$ cat config.mk
export PLATFORM = sky130hd
export DESIGN_NAME = lamc_top
export DESIGN_NICKNAME = d
export VERILOG_FILES = /design/src/pkg/lamc_pkg.sv /design/src/rtl/lamc_level_decode.sv /design/src/rtl/lamc_soft_step.sv /design/src/rtl/lamc_top.sv
export VERILOG_INCLUDE_DIRS = /design/src /design/src/pkg
export SDC_FILE = /design/constraint.sdc
export NUM_CORES = 1
export LEC_CHECK = 0
export BUFFER_PORTS_ARGS = -buffer_cell sky130_fd_sc_hd__buf_2
export CAP_MARGIN = 10
export CORE_UTILIZATION = 30
export DETAILED_ROUTE_END_ITERATION = 8
export PLACE_DENSITY_LB_ADDON = 0.05
export SETUP_SLACK_MARGIN = 0.2
export SYNTH_ARGS = -nofsm -noshare
export SYNTH_HDL_FRONTEND = slang
export SYNTH_SLANG_ARGS = --single-unit
$ cat constraint.sdc
create_clock -name MCLK_IN -period 5.47 [get_ports MCLK_IN]
set_input_delay 0.8205 -clock MCLK_IN [delete_from_list [all_inputs] [get_ports MCLK_IN]]
set_output_delay 0.8205 -clock MCLK_IN [all_outputs]
set_load 0.01 [all_outputs]
$ cat src/pkg/lamc_defines.svh
// Offsets, field positions, reset values, level codes and step rate codes of the left mixer control bank.
// Included by the design modules; holds definitions only.
`ifndef LAMC_DEFINES_SVH
`define LAMC_DEFINES_SVH

// Register offsets on the control register port.
`define LAMC_OFS_LEFT_PAIR   8'h13
`define LAMC_OFS_RESERVED    8'h14
`define LAMC_OFS_RIGHT_PAIR  8'h15

// Field positions of the mixer registers; the power and step fields exist in the left register only.
`define LAMC_DIFF_BIT        7
`define LAMC_LEVEL_MSB       6
`define LAMC_LEVEL_LSB       3
`define LAMC_POWER_BIT       2
`define LAMC_STEP_MSB        1
`define LAMC_STEP_LSB        0

// Reset values.
`define LAMC_RST_LEFT_PAIR   8'h78
`define LAMC_RST_RESERVED    8'h78
`define LAMC_RST_RIGHT_PAIR  8'h78
`define LAMC_RST_GAIN        7'h00

// Level codes.
`define LAMC_LEVEL_MAX_GAIN  4'h8
`define LAMC_LEVEL_OPEN      4'hF
`define LAMC_ATTEN_PER_CODE  5'h03

// Soft-step rate codes.
`define LAMC_STEP_EVERY_ONE  2'h0
`define LAMC_STEP_EVERY_TWO  2'h1

`endif

$ cat src/pkg/lamc_pkg.sv
// Types of the left mixer control bank.
// Constants live in lamc_defines.svh; this package holds the types only.
package lamc_pkg;

  // Phase of the soft-step engine between sample ticks.
  typedef enum logic [0:0]
  {
    PH_ARM = 1'b0,
    PH_GO  = 1'b1
  } lamc_phase_e;

  typedef logic [3:0] lamc_level_t;
  typedef logic [6:0] lamc_gain_t;

endpackage

$ cat src/rtl/lamc_level_decode.sv
// Decodes one 4-bit input level code into a mixer connect flag and an attenuation.
// Purely combinational; the caller registers the results.
`timescale 1ns/100ps
`default_nettype none
`include "lamc_defines.svh"

module lamc_level_decode
(
  // Level code
  input  wire logic [3:0] level_in,
  // Decoded controls
  output logic            connect_out,
  output logic [4:0]      atten_out
);

  // Attenuation is in 0.5 dB units, so one code step of 1.5 dB counts three.
  always_comb
  begin
    connect_out = 1'b0;
    atten_out   = 5'h00;
    if (level_in <= `LAMC_LEVEL_MAX_GAIN)
    begin
      connect_out = 1'b1;
      atten_out   = 5'(level_in * `LAMC_ATTEN_PER_CODE);
    end
    // Code 1111 and the forbidden codes leave the input off the mixer.
  end

endmodule
`default_nettype wire

$ cat src/rtl/lamc_soft_step.sv
// Soft-step engine: walks the record gain toward its target in 0.5 dB steps.
// Assumes a one-cycle sample tick from logic on the same clock.
`timescale 1ns/100ps
`default_nettype none
`include "lamc_defines.svh"

module lamc_soft_step
(
  // Clock and reset
  input  wire logic       clk_in,
  input  wire logic       rst_n_in,
  input  wire logic       ce_in,
  // Control
  input  wire logic       tick_in,
  input  wire logic [1:0] rate_in,
  input  wire logic [6:0] target_in,
  // Gain now applied
  output logic      [6:0] gain_out
);

  lamc_pkg::lamc_phase_e phase;
  lamc_pkg::lamc_phase_e next_phase;
  logic [6:0]            gain;
  logic [6:0]            next_gain;
  logic                  step_now;

  always_comb
  begin
    next_phase = phase;
    next_gain  = gain;
    step_now   = 1'b0;
    case (rate_in)
      `LAMC_STEP_EVERY_ONE:
      begin
        step_now   = tick_in;
        next_phase = lamc_pkg::PH_ARM;
      end
      `LAMC_STEP_EVERY_TWO:
      begin
        if (tick_in)
        begin
          case (phase)
            lamc_pkg::PH_ARM: next_phase = lamc_pkg::PH_GO;
            lamc_pkg::PH_GO:
            begin
              next_phase = lamc_pkg::PH_ARM;
              step_now   = 1'b1;
            end
            default: next_phase = lamc_pkg::PH_ARM;
          endcase
        end
      end
      default:
      begin
        // Stepping off: the gain lands on the target at once.
        next_phase = lamc_pkg::PH_ARM;
        next_gain  = target_in;
      end
    endcase
    if (step_now)
    begin
      if (gain < target_in)
        next_gain = 7'(gain + 7'h01);
      else if (gain > target_in)
        next_gain = 7'(gain - 7'h01);
    end
  end

  always_ff @(posedge clk_in or negedge rst_n_in)
  begin
    if (!rst_n_in)
    begin
      phase <= lamc_pkg::PH_ARM;
      gain  <= `LAMC_RST_GAIN;
    end
    else if (ce_in)
    begin
      phase <= next_phase;
      gain  <= next_gain;
    end
  end

  assign gain_out = gain;

endmodule
`default_nettype wire

$ cat src/rtl/lamc_top.sv
// Left record mixer control bank: two mixer registers and a fixed reserved register.
// Assumes a host-side front end on the same clock presenting single-cycle register
// strobes, and a same-clock sample tick and gain target from the record gain stage.
`timescale 1ns/100ps
`default_nettype none
`include "lamc_defines.svh"

// Overview of operation
// Left pair top bit: differential mode, reset 0
// Right pair top bit: differential mode, reset 0
// Software keeps shared pair modes consistent
// Codes 0..8 connect, 1.5 dB steps
// Left code 1111 disconnects; reset 1111
// Right code 1111 disconnects; reset 1111
// Software never writes level codes 9..14
// Bit 2 powers left channel, reset off
// Step rate: 00 every, 01 alternate, else off
// Reserved register read-only, reads 0x78
// Right register bits 2..0 read zero
// Gain moves in 0.5 dB steps to target
// Writes update all writable fields together
module lamc_top
(
  // Clock, reset and enable
  input  wire logic       MCLK_IN,
  input  wire logic       ARST_N_IN,
  input  wire logic       CE_IN,
  // Register port
  input  wire logic       REG_WR_IN,
  input  wire logic       REG_RD_IN,
  input  wire logic [7:0] REG_ADDR_IN,
  input  wire logic [7:0] REG_WDATA_IN,
  output logic      [7:0] REG_RDATA_OUT,
  output logic            REG_RVALID_OUT,
  // Record gain stage
  input  wire logic       SAMPLE_TICK_IN,
  input  wire logic [6:0] GAIN_TARGET_IN,
  output logic      [6:0] LEFT_GAIN_OUT,
  // Mixer controls
  output logic            LEFT_DIFF_MODE_OUT,
  output logic            RIGHT_DIFF_MODE_OUT,
  output logic            FIRST_LEFT_INPUT_CONNECT_OUT,
  output logic      [4:0] FIRST_LEFT_INPUT_ATTEN_OUT,
  output logic            FIRST_RIGHT_INPUT_CONNECT_OUT,
  output logic      [4:0] FIRST_RIGHT_INPUT_ATTEN_OUT,
  output logic            LEFT_POWER_UP_OUT
);

  // Left pair register state.
  logic       left_diff;
  logic       left_power;
  logic [3:0] left_level;
  logic [1:0] step_rate;
  logic       next_left_diff;
  logic       next_left_power;
  logic [3:0] next_left_level;
  logic [1:0] next_step_rate;

  // Right pair register state; its low three bits have no storage.
  logic       right_diff;
  logic [3:0] right_level;
  logic       next_right_diff;
  logic [3:0] next_right_level;

  // Write strobes, one per writable register.
  logic       wr_left_pair;
  logic       wr_right_pair;

  // Read path state.
  logic [7:0] rdata;
  logic       rvalid;
  logic [7:0] next_rdata;
  logic       next_rvalid;

  // Registered mixer outputs: index 0 is the first left input, 1 the first right input.
  logic       conn_q [2];
  logic [4:0] atten_q [2];
  logic [3:0] level_sel [2];

  // Gain now applied, from the soft-step engine.
  logic [6:0] gain;

  // Address match, used by every write strobe.
  function automatic logic hit
  (
    input logic [7:0] addr,
    input logic [7:0] ofs
  );
    hit = (addr == ofs);
  endfunction

  // Mode bit of a written byte, at the same place in both mixer registers.
  function automatic logic diff_field
  (
    input logic [7:0] data
  );
    diff_field = data[`LAMC_DIFF_BIT];
  endfunction

  // Level field of a written byte, at the same place in both mixer registers.
  function automatic logic [3:0] level_field
  (
    input logic [7:0] data
  );
    level_field = data[`LAMC_LEVEL_MSB:`LAMC_LEVEL_LSB];
  endfunction

  // Byte image of the left pair register as the host reads it back.
  function automatic logic [7:0] left_image
  (
    input logic       diff,
    input logic [3:0] level,
    input logic       power,
    input logic [1:0] rate
  );
    left_image = {diff, level, power, rate};
  endfunction

  // Byte image of the right pair register; its low bits always read zero.
  function automatic logic [7:0] right_image
  (
    input logic       diff,
    input logic [3:0] level
  );
    right_image = {diff, level, 3'h0};
  endfunction

  // Write strobes. The reserved register and unmapped offsets get none, so a write
  // there falls away and the reserved byte can never be disturbed.
  assign wr_left_pair  = REG_WR_IN && hit(REG_ADDR_IN, `LAMC_OFS_LEFT_PAIR);
  assign wr_right_pair = REG_WR_IN && hit(REG_ADDR_IN, `LAMC_OFS_RIGHT_PAIR);

  // Left pair register: every field takes the new byte in the same cycle.
  always_comb
  begin
    next_left_diff  = left_diff;
    next_left_level = left_level;
    next_left_power = left_power;
    next_step_rate  = step_rate;
    if (wr_left_pair)
    begin
      next_left_diff  = diff_field(REG_WDATA_IN);
      next_left_level = level_field(REG_WDATA_IN);
      next_left_power = REG_WDATA_IN[`LAMC_POWER_BIT];
      next_step_rate  = REG_WDATA_IN[`LAMC_STEP_MSB:`LAMC_STEP_LSB];
    end
  end

  always_ff @(posedge MCLK_IN or negedge ARST_N_IN)
  begin
    if (!ARST_N_IN)
    begin
      left_diff  <= 1'b0;
      left_level <= `LAMC_LEVEL_OPEN;
      left_power <= 1'b0;
      step_rate  <= `LAMC_STEP_EVERY_ONE;
    end
    else if (CE_IN)
    begin
      left_diff  <= next_left_diff;
      left_level <= next_left_level;
      left_power <= next_left_power;
      step_rate  <= next_step_rate;
    end
  end

  // Right pair register: the low three bits of the written byte are dropped.
  always_comb
  begin
    next_right_diff  = right_diff;
    next_right_level = right_level;
    if (wr_right_pair)
    begin
      next_right_diff  = diff_field(REG_WDATA_IN);
      next_right_level = level_field(REG_WDATA_IN);
    end
  end

  always_ff @(posedge MCLK_IN or negedge ARST_N_IN)
  begin
    if (!ARST_N_IN)
    begin
      right_diff  <= 1'b0;
      right_level <= `LAMC_LEVEL_OPEN;
    end
    else if (CE_IN)
    begin
      right_diff  <= next_right_diff;
      right_level <= next_right_level;
    end
  end

  // Read path: data answers one enabled edge after the strobe; unmapped offsets read zero.
  // A read in the cycle of a write to the same register returns the old byte.
  always_comb
  begin
    next_rdata  = 8'h00;
    next_rvalid = REG_RD_IN;
    if (REG_RD_IN)
    begin
      case (REG_ADDR_IN)
        `LAMC_OFS_LEFT_PAIR:
        begin
          next_rdata = left_image(left_diff, left_level, left_power, step_rate);
        end
        `LAMC_OFS_RESERVED:
        begin
          // Fixed byte with no storage behind it.
          next_rdata = `LAMC_RST_RESERVED;
        end
        `LAMC_OFS_RIGHT_PAIR:
        begin
          next_rdata = right_image(right_diff, right_level);
        end
        default:
        begin
          next_rdata = 8'h00;
        end
      endcase
    end
  end

  always_ff @(posedge MCLK_IN or negedge ARST_N_IN)
  begin
    if (!ARST_N_IN)
    begin
      rdata  <= 8'h00;
      rvalid <= 1'b0;
    end
    else if (CE_IN)
    begin
      rdata  <= next_rdata;
      rvalid <= next_rvalid;
    end
  end

  // Level decode for both inputs; results are registered so the mixer sees
  // glitch-free controls even while a write changes several fields.
  assign level_sel[0] = left_level;
  assign level_sel[1] = right_level;

  for (genvar i = 0; i < 2; i++)
  begin : g_level
    logic       dec_conn;
    logic [4:0] dec_atten;
    logic       next_conn;
    logic [4:0] next_atten;

    lamc_level_decode u_dec
    (
      .level_in    (level_sel[i]),
      .connect_out (dec_conn),
      .atten_out   (dec_atten)
    );

    // Reserved codes decode as open, so a stray code never patches an input in.
    always_comb
    begin
      next_conn  = dec_conn;
      next_atten = dec_atten;
    end

    always_ff @(posedge MCLK_IN or negedge ARST_N_IN)
    begin
      if (!ARST_N_IN)
      begin
        conn_q[i]  <= 1'b0;
        atten_q[i] <= 5'h00;
      end
      else if (CE_IN)
      begin
        conn_q[i]  <= next_conn;
        atten_q[i] <= next_atten;
      end
    end
  end

  // Soft stepping of the left record gain. It runs whether or not the channel is powered up,
  // so the gain may still be stepping when the channel is powered up.
  lamc_soft_step u_step
  (
    .clk_in    (MCLK_IN),
    .rst_n_in  (ARST_N_IN),
    .ce_in     (CE_IN),
    .tick_in   (SAMPLE_TICK_IN),
    .rate_in   (step_rate),
    .target_in (GAIN_TARGET_IN),
    .gain_out  (gain)
  );

  // Register port.
  assign REG_RDATA_OUT                 = rdata;
  assign REG_RVALID_OUT                = rvalid;

  // Record gain stage.
  assign LEFT_GAIN_OUT                 = gain;

  // Mixer controls.
  assign LEFT_DIFF_MODE_OUT            = left_diff;
  assign RIGHT_DIFF_MODE_OUT           = right_diff;
  assign FIRST_LEFT_INPUT_CONNECT_OUT  = conn_q[0];
  assign FIRST_LEFT_INPUT_ATTEN_OUT    = atten_q[0];
  assign FIRST_RIGHT_INPUT_CONNECT_OUT = conn_q[1];
  assign FIRST_RIGHT_INPUT_ATTEN_OUT   = atten_q[1];
  assign LEFT_POWER_UP_OUT             = left_power;

endmodule
`default_nettype wire

After elaboration in Yosys (flattened, before gate mapping)
Cells that the tools add are included.
- logic and storage cells: 51
- register bits: 42
- mux-type cells: 16
- bitwise gates (word level): 1
- multipliers: 2
- reductions and logical operators: 7
- add/sub/neg operators: 2
- order comparisons: 4
- equal/unequal tests: 5
- operators by type and width (cell ; number):
    $mux 7 ; 4
    $eq 8x5->1 const B ; 3
    $pmux 8 s3 ; 1
    $mul 4x2->5 const B ; 2
    $mux 5 ; 2
    $le 4x4->1 const B ; 2
    $mux 8 ; 1
    $add 7x1->7 const B ; 1
    $gt 7x7->1 ; 1
    $lt 7x7->1 ; 1
    $sub 7x1->7 const B ; 1
    $mux 1 ; 6
    $reduce_and 2->1 ; 3
    $pmux 1 s2 ; 2
    $eq 2x1->1 const B ; 1
    $logic_and 1x1->1 ; 2
    $logic_not 2->1 ; 1
    $ne 2x2->1 const B ; 1
    $reduce_or 2->1 ; 1
    $not 1->1 ; 1

Logic depth before layout (Yosys ltp)
Gate-level depths: netlist of the first run.
- word-level depth: 6
- mapped depth: 8

By module
From an unflattened synthesis of the first run, not the netlist that was laid out.
- cells, all modules: 260
- area total of the unflattened synthesis: 2673.8 µm²
- by module, submodules not included (module ; seq. area each (µm²) ; times used ; area each (µm²) ; cells an instance):
    lamc_top ; 860.8 ; 1 ; 1453.9 ; 104
    lamc_soft_step ; 200.2 ; 1 ; 889.6 ; 116
    lamc_level_decode ; 0.0 ; 2 ; 165.2 ; 20

Worst setup path before layout of the first run
Ideal clock, no wire load.
- path kind: input -> register
- start point: input port GAIN_TARGET_IN[6]
- end point: register u_step.gain[5] (netlist: u_step.gain_out[5])
- stages: 8
- arrival time: 2.355 ns
- library setup time: 0.136 ns
- buffers on the path: 1
- slack: 2.980 ns
- required time: 5.334 ns
- cells stage by stage: inv_1 -> ha_1 -> nand4_1 -> or2_2 -> clkbuf_1 -> a21o_1 -> a2111oi_0 -> nor3_1
- longest elaborated chain between the ends: 4
- elaborated cells on any way between the ends: 5
- classes of those cells: order compare (2); mux (3)
- RTL lines (item ; RTL line ; RTL):
    start, declared ; lamc_top.sv:37 ; input wire logic [6:0] GAIN_TARGET_IN,
    $gt 7x7->1 ; lamc_soft_step.sv:64 ; else if (gain > target_in)
    $mux 7 ; lamc_soft_step.sv:64 ;
    $mux 7 (*) ; lamc_soft_step.sv:62 ; if (gain < target_in)
    $mux 7 (*) ; lamc_soft_step.sv:60 ; if (step_now)
    end signal, assigned ; lamc_soft_step.sv:74 ; gain <= `LAMC_RST_GAIN;
    end signal, assigned ; lamc_soft_step.sv:79 ; gain <= next_gain;
    end, declared ; lamc_soft_step.sv:23 ; logic [6:0] gain;
Every way passes the cells marked *; elsewhere a longest branch is shown, timed or not.
A chain may end at the register's enable or synchronous reset.

Worst setup path after layout of the first run
- start point: input port GAIN_TARGET_IN[6]
- end point: register u_step.gain[1] (netlist: u_step.gain_out[1])
Same word-level chain as after synthesis.

==> impl_metrics.csv, run 1 <==
group,metric,value,unit
run_status,status,"complete, no violations",
clocking,cts.sink_count,42,
placed_design,globalplace.congestion,0.7655,
clocking,cts_root_buffer,"clkbuf_8",
global_route,grt_max_degree,43,
pwr,p_leak,0.001418,uW
critical_path,endpoint_kind,"register",
cells_and_area,final_cell_mix,"59 x buf_2, 38 x inv_1, 34 x dfrtp_1",
drt,via_count,2194,
placed_design,io_buffer_count,59,
sta,post-route-period-util,47.61,%
sta,tightest_slew,1.004,ns
floorplan,die_h,95.41,um
placed_design,dp.cells,428,
cells_and_area,multi_input_area,1355,um2
critical_path,crit_slowest_cell,"a21oi_1",
pwr,power_density,290.3,nW/um2
pwr,p_sw,340.8,uW
cells_and_area,fin_nets,380,
floorplan,dieArea,9102,um2
logic_synthesis,syn_area_per_cell,9.518,um2
drt,wl,7070,um
floorplan,pin_count,60,
cells_and_area,syn_to_final_growth,17.35,%
logic_synthesis,postSynthCellCount,275,
critical_path,critPathMaxStageDelay,0.43,ns
clocking,cts_resized,0,
placed_design,placed_area,2985,um2
cells_and_area,fin_util,36.83,%
critical_path,worst-path-max-fanout,9,
sta,slew_violations,0,
cells_and_area,antenna_cells,0,
critical_path,cp.depth,8,
critical_path,critical_path_class,"input pin to register",
global_route,grt_pass1_wl,11540,um
logic_synthesis,ys_types,51,
pwr,p_seq_share,44.8,%
clocking,cts_tree,"done",
logic_synthesis,async_reset_ff_share,100.0,%
cells_and_area,nFillCells,911,
logic_synthesis,synthFlopType,"dfrtp_1",
logic_synthesis,syn_area,2618,um2
cells_and_area,regArea,1061,um2
logic_synthesis,synth_enable_flop_cells,0,
floorplan,initial_core_util,31.38,%
pwr,p_int,550.8,uW
critical_path,path_cells,"buf_2, inv_1, ha_1, nand4_1, a21oi_1, or2_1, a21boi_0, o221a_2",
clocking,cts_inserted_buffers,5,
sta,fin_setup_tns,0,ns
sta,hold_ws,0.5163,ns
global_route,grt_remaining_overflow,0,
global_route,antenna_found_initial,0,
cells_and_area,final_common_cell,"buf_2",
drt,drcViolationCount,0,
critical_path,rrSetupSlack,2.98,ns
floorplan,rows,33,
pwr,vdd_drop_max,0.0001031,V
global_route,grt_pass1_vias,2163,
critical_path,worstSetupStartpointType,"input pin",
clocking,ctsLongestPathBuffers,2,
pwr,combinationalPowerShare,31.8,%
pwr,swShare,38.22,%
critical_path,crit_buf_inv,2,
sta,skew,0.004968,ns
run,drv_cap,0,
logic_synthesis,synth-seq-cells,42,
logic_synthesis,yosys_warnings,0,
logic_synthesis,syn_nets,325,
critical_path,cp_data_arrival_time,2.79,ns
cells_and_area,final_cells,436,
pwr,clkPwrFrac,23.4,%
clocking,postCtsHoldBufs,0,
drt,firstDrtPassIters,4,
floorplan,die_w,95.41,um
sta,slew-limit-headroom,33.08,%
clocking,postCtsSetupBuffers,0,
sta,final-setup-viol-count,0,
sta,final_hold_viol_count,0,
sta,rsz0062_at_grt,"false",
placed_design,place_hpwl,5151,um
drt,ant_nets,0,
cells_and_area,fin_area,3072,um2
worst_hold_path,hp-class,"register to register",
cells_and_area,drive_above_1_share,29.00,%
logic_synthesis,yosysSeqAreaShare,40.54,%
critical_path,r2r.worst_path.cells,6,
drt,vias_per_cell,5.032,
critical_path,worst_path_dominant_cell_family,"compound AO/OA/AOI/OAI gates",
global_route,groute.usage.overall,16.89,%
clocking,clk_latency,0.30,ns
drt,avgRoutedWirePerCell,16.22,um
sta,min_period,2.604,ns
sta,fmax,384.0,MHz
clocking,cts_max_level,2,
worst_hold_path,hold_path_depth,1,
floorplan,core_area,8341,um2
drt,initialDrtViolationCount,114,
clocking,cts.reportedPaths.clkPinSlew,0.09,ns
critical_path,worst_ep_required_time,5.65,ns
==> power groups by stage <==
stage,sequential [uW],clock [uW],combinational (uW)
6_report,399,209,284
5_1_grt,408,233,317
4_1_cts,399,220,284
3_5_place_dp,405,0,282
3_3_place_gp,405,0,286
2_1_floorplan,392,0,192
==> path summary, 6_finish.rpt <==
path                                                                  end                           start
worst max-delay path                       u_step.gain_out[1]$_DFFE_PN0P_               GAIN_TARGET_IN[6]
worst min-delay path                        LEFT_POWER_UP_OUT$_DFFE_PN0P_   LEFT_POWER_UP_OUT$_DFFE_PN0P_
worst max register to register             u_step.gain_out[1]$_DFFE_PN0P_  u_step.gain_out[3]$_DFFE_PN0P_
worst min register to register              LEFT_POWER_UP_OUT$_DFFE_PN0P_   LEFT_POWER_UP_OUT$_DFFE_PN0P_
max in group asynchronous                    REG_RDATA_OUT[3]$_DFFE_PN0P_                       ARST_N_IN
min in group asynchronous       FIRST_RIGHT_INPUT_CONNECT_OUT$_DFFE_PN0P_                       ARST_N_IN
==> cell type report <==
cell class / count / share of cell area, %
multi-input combinational: 184 / 44.11
clock inverter: 2 / 0.4481
inverter: 38 / 4.644
sequential: 42 / 34.54
timing repair buffer: 59 / 9.613
clock buffer: 6 / 2.363
tap: 105 / 4.277
==> per-layer routing <==
metal	wire length [um]	track usage (%)
met1	3858	26.72
met3	334	3.190
met5	0	0
met2	2839	23.45
met4	38	3.358
==> cells by family after synthesis <==
| kind of cell | synth area share [%] |
|---|---|
| fa+ha+maj | 10.61 |
| mux | 6.740 |
| flops | 40.54 |
| buf+inv | 7.696 |
| xor+xnor | 2.008 |
| compound gates | 16.21 |
| simple gates | 16.20 |
==> through the flow <==
stage,total power (uW),setup slack (ns)
2_1_floorplan,584.0,2.980
3_3_place_gp,690.7,2.639
3_5_place_dp,687.1,2.604
4_1_cts,903.6,2.911
5_1_grt,957.7,2.742
6_report,891.6,2.866
==> registers in the layout, summed over array words and instances, names as in the netlist, 2 cells and up <==
name and cells:
FIRST_LEFT_INPUT_ATTEN_OUT 5, u_step.gain_out 7, right_level 4, step_rate 2, FIRST_RIGHT_INPUT_ATTEN_OUT 5, REG_RDATA_OUT 8
left_level 4
==> cells in the mapped netlist (4+ instances only) <==
cell / n / area share [%]
dfstp_2: 8 / 8.0
nand2b_1: 4 / 0.96
mux2_4: 5 / 2.9
o22ai_1: 15 / 3.6
mux2_2: 7 / 3.0
dfrtp_1: 34 / 33
xor2_1: 5 / 1.7
inv_1: 38 / 5.4
clkbuf_1: 5 / 0.72
a22oi_1: 4 / 1.1
nor3_1: 6 / 1.1
nand3_1: 12 / 2.3
nand2_1: 23 / 3.3
o21ai_0: 14 / 2.7
a21oi_1: 9 / 1.7
ha_1: 19 / 9.1
nor2_1: 12 / 1.7
(Power assumes the default switching activity.)
==> run 2: changes to the inputs <==
Clock period 5.47 ns to 2.1 ns, I/O delays scaled along.
==> impl_metrics.csv, run 2 (synthesis results as in run 1) <==
group,metric,value,unit
run_status,status,"complete, no violations",
sta,rsz0062_at_grt,"true",
cells_and_area,drive_above_1_share,40.23,%
drt,firstDrtPassIters,4,
pwr,p_leak,0.001571,uW
cells_and_area,syn_to_final_growth,32.65,%
placed_design,place_hpwl,5155,um
placed_design,placed_area,3244,um2
cells_and_area,fin_area,3472,um2
pwr,power_density,815.3,nW/um2
clocking,cts_tree,"done",
global_route,grt_pass1_vias,2222,
clocking,cts_inserted_buffers,5,
critical_path,critPathMaxStageDelay,0.43,ns
floorplan,pin_count,60,
cells_and_area,final_common_cell,"buf_2",
pwr,vdd_drop_max,0.0002436,V
drt,avgRoutedWirePerCell,14.86,um
clocking,cts.sink_count,42,
sta,slew-limit-headroom,63.10,%
global_route,grt_remaining_overflow,0,
run,drv_cap,0,
sta,slew_violations,0,
placed_design,io_buffer_count,59,
floorplan,rows,33,
sta,min_period,1.870,ns
clocking,clk_latency,0.30,ns
floorplan,core_area,8341,um2
global_route,antenna_found_initial,0,
global_route,grt_pass1_wl,11050,um
critical_path,worstSetupStartpointType,"register",
cells_and_area,fin_nets,402,
pwr,total_power,2831,uW
cells_and_area,final_cells,458,
drt,drcViolationCount,0,
global_route,groute.usage.overall,15.86,%
cells_and_area,largest_reg_flops,8,
placed_design,dp.cells,450,
clocking,cts_max_level,2,
floorplan,initial_core_util,31.38,%
sta,skew,0.01064,ns
clocking,cts_root_buffer,"clkbuf_8",
sta,final-setup-viol-count,0,
sta,final_hold_viol_count,0,
drt,vias_per_cell,4.987,
drt,wl,6808,um
cells_and_area,antenna_cells,0,
critical_path,r2r.worst_path.cells,7,
sta,fmax,534.8,MHz
floorplan,die_h,95.41,um
sta,post-route-period-util,89.04,%
cells_and_area,fin_util,41.63,%
drt,initialDrtViolationCount,68,
floorplan,die_w,95.41,um
critical_path,cp_data_arrival_time,2.09,ns
critical_path,endpoint_kind,"register",
drt,via_count,2284,
floorplan,dieArea,9102,um2
clocking,cts.reportedPaths.clkPinSlew,0.10,ns
critical_path,worst_ep_required_time,2.32,ns
placed_design,globalplace.congestion,0.8521,
critical_path,worst-path-max-fanout,5,
global_route,grt_max_degree,43,
clocking,ctsLongestPathBuffers,2,
sta,tightest_slew,0.5534,ns
drt,ant_nets,0,
worst_hold_path,hp-class,"input pin to asynchronous set/reset pin",
critical_path,critical_path_class,"register to register",
critical_path,crit_slowest_cell,"dfrtp_2",
cells_and_area,nFillCells,847,
cells_and_area,final_cell_mix,"59 x buf_2, 38 x inv_1, 30 x dfrtp_1",
critical_path,path_cells,"ha_4, nand4_1, buf_6, or2_4, buf_4, a31o_2, a31oi_1",
sta,fin_setup_tns,0,ns
[run 2: per-stage QoR]
stage | setup WS [ns] | hold WS [ns]
2_1_floorplan | 0.1567 | 0.01941
3_3_place_gp | 0.04253 | 0.4349
3_5_place_dp | 0.07175 | 0.4437
4_1_cts | 0.1701 | 0.09219
5_1_grt | 0.1554 | 0.1413
6_report | 0.2302 | 0.07601
[run 2: power breakdown]
part / internal, uW / switching (uW) / total [uW]
Clock: 357 / 322 / 679
Sequential: 894 / 72.5 / 966
Combinational: 551 / 634 / 1190
[run 2: timing repair]
item,CTS,global route
hold buffers,0,0
pin swaps,0,4
gates resized for setup,5,17
setup buffers,0,0
endpoints found under the setup margin,6,7
[run 2: final timing paths]
kind	start	slack [ns]	end
max in group asynchronous	ARST_N_IN	1.62	u_step.gain_out[5]$_DFFE_PN0P_
worst max-delay path	u_step.gain_out[4]$_DFFE_PN0P_	0.23	u_step.gain_out[4]$_DFFE_PN0P_
worst max register to register	u_step.gain_out[4]$_DFFE_PN0P_	0.23	u_step.gain_out[4]$_DFFE_PN0P_
min in group MCLK_IN	REG_WDATA_IN[2]	0.23	LEFT_POWER_UP_OUT$_DFFE_PN0P_
worst min register to register	FIRST_LEFT_INPUT_ATTEN_OUT[0]$_DFFE_PN0P_	0.52	FIRST_LEFT_INPUT_ATTEN_OUT[0]$_DFFE_PN0P_
worst min-delay path	ARST_N_IN	0.08	FIRST_RIGHT_INPUT_ATTEN_OUT[1]$_DFFE_PN0P_
[run 2: routing by layer]
metal,part of all wire (%),track usage [%],wire length [um],vias up
met5,0,0,0,-
met3,5.8,2.392,395,6
met1,49,22.78,3326,1083
met4,1.0,4.104,71,0
met2,44,24.82,3015,68
li1,-,-,-,1127
[run 2: critical path, delay by kind of cell, from the launching register on]
family                   cells  cell delay (ns)
flip-flops                   1             0.43
buffers and inverters        2             0.30
adder cells (fa/ha/maj)      1             0.29
AO/OA/AOI/OAI                2             0.41
AND/OR/NAND/NOR              2             0.35
[run 2: final cells by class]
type	count	area, um2	area share (%)
clock buffer	5	68.82	1.982
timing repair buffer	81	480.5	13.84
tap	105	131.4	3.784
clock inverter	3	43.79	1.261
multi-input combinational	184	1539	44.32
inverter	38	142.6	4.108
sequential	42	1066	30.70
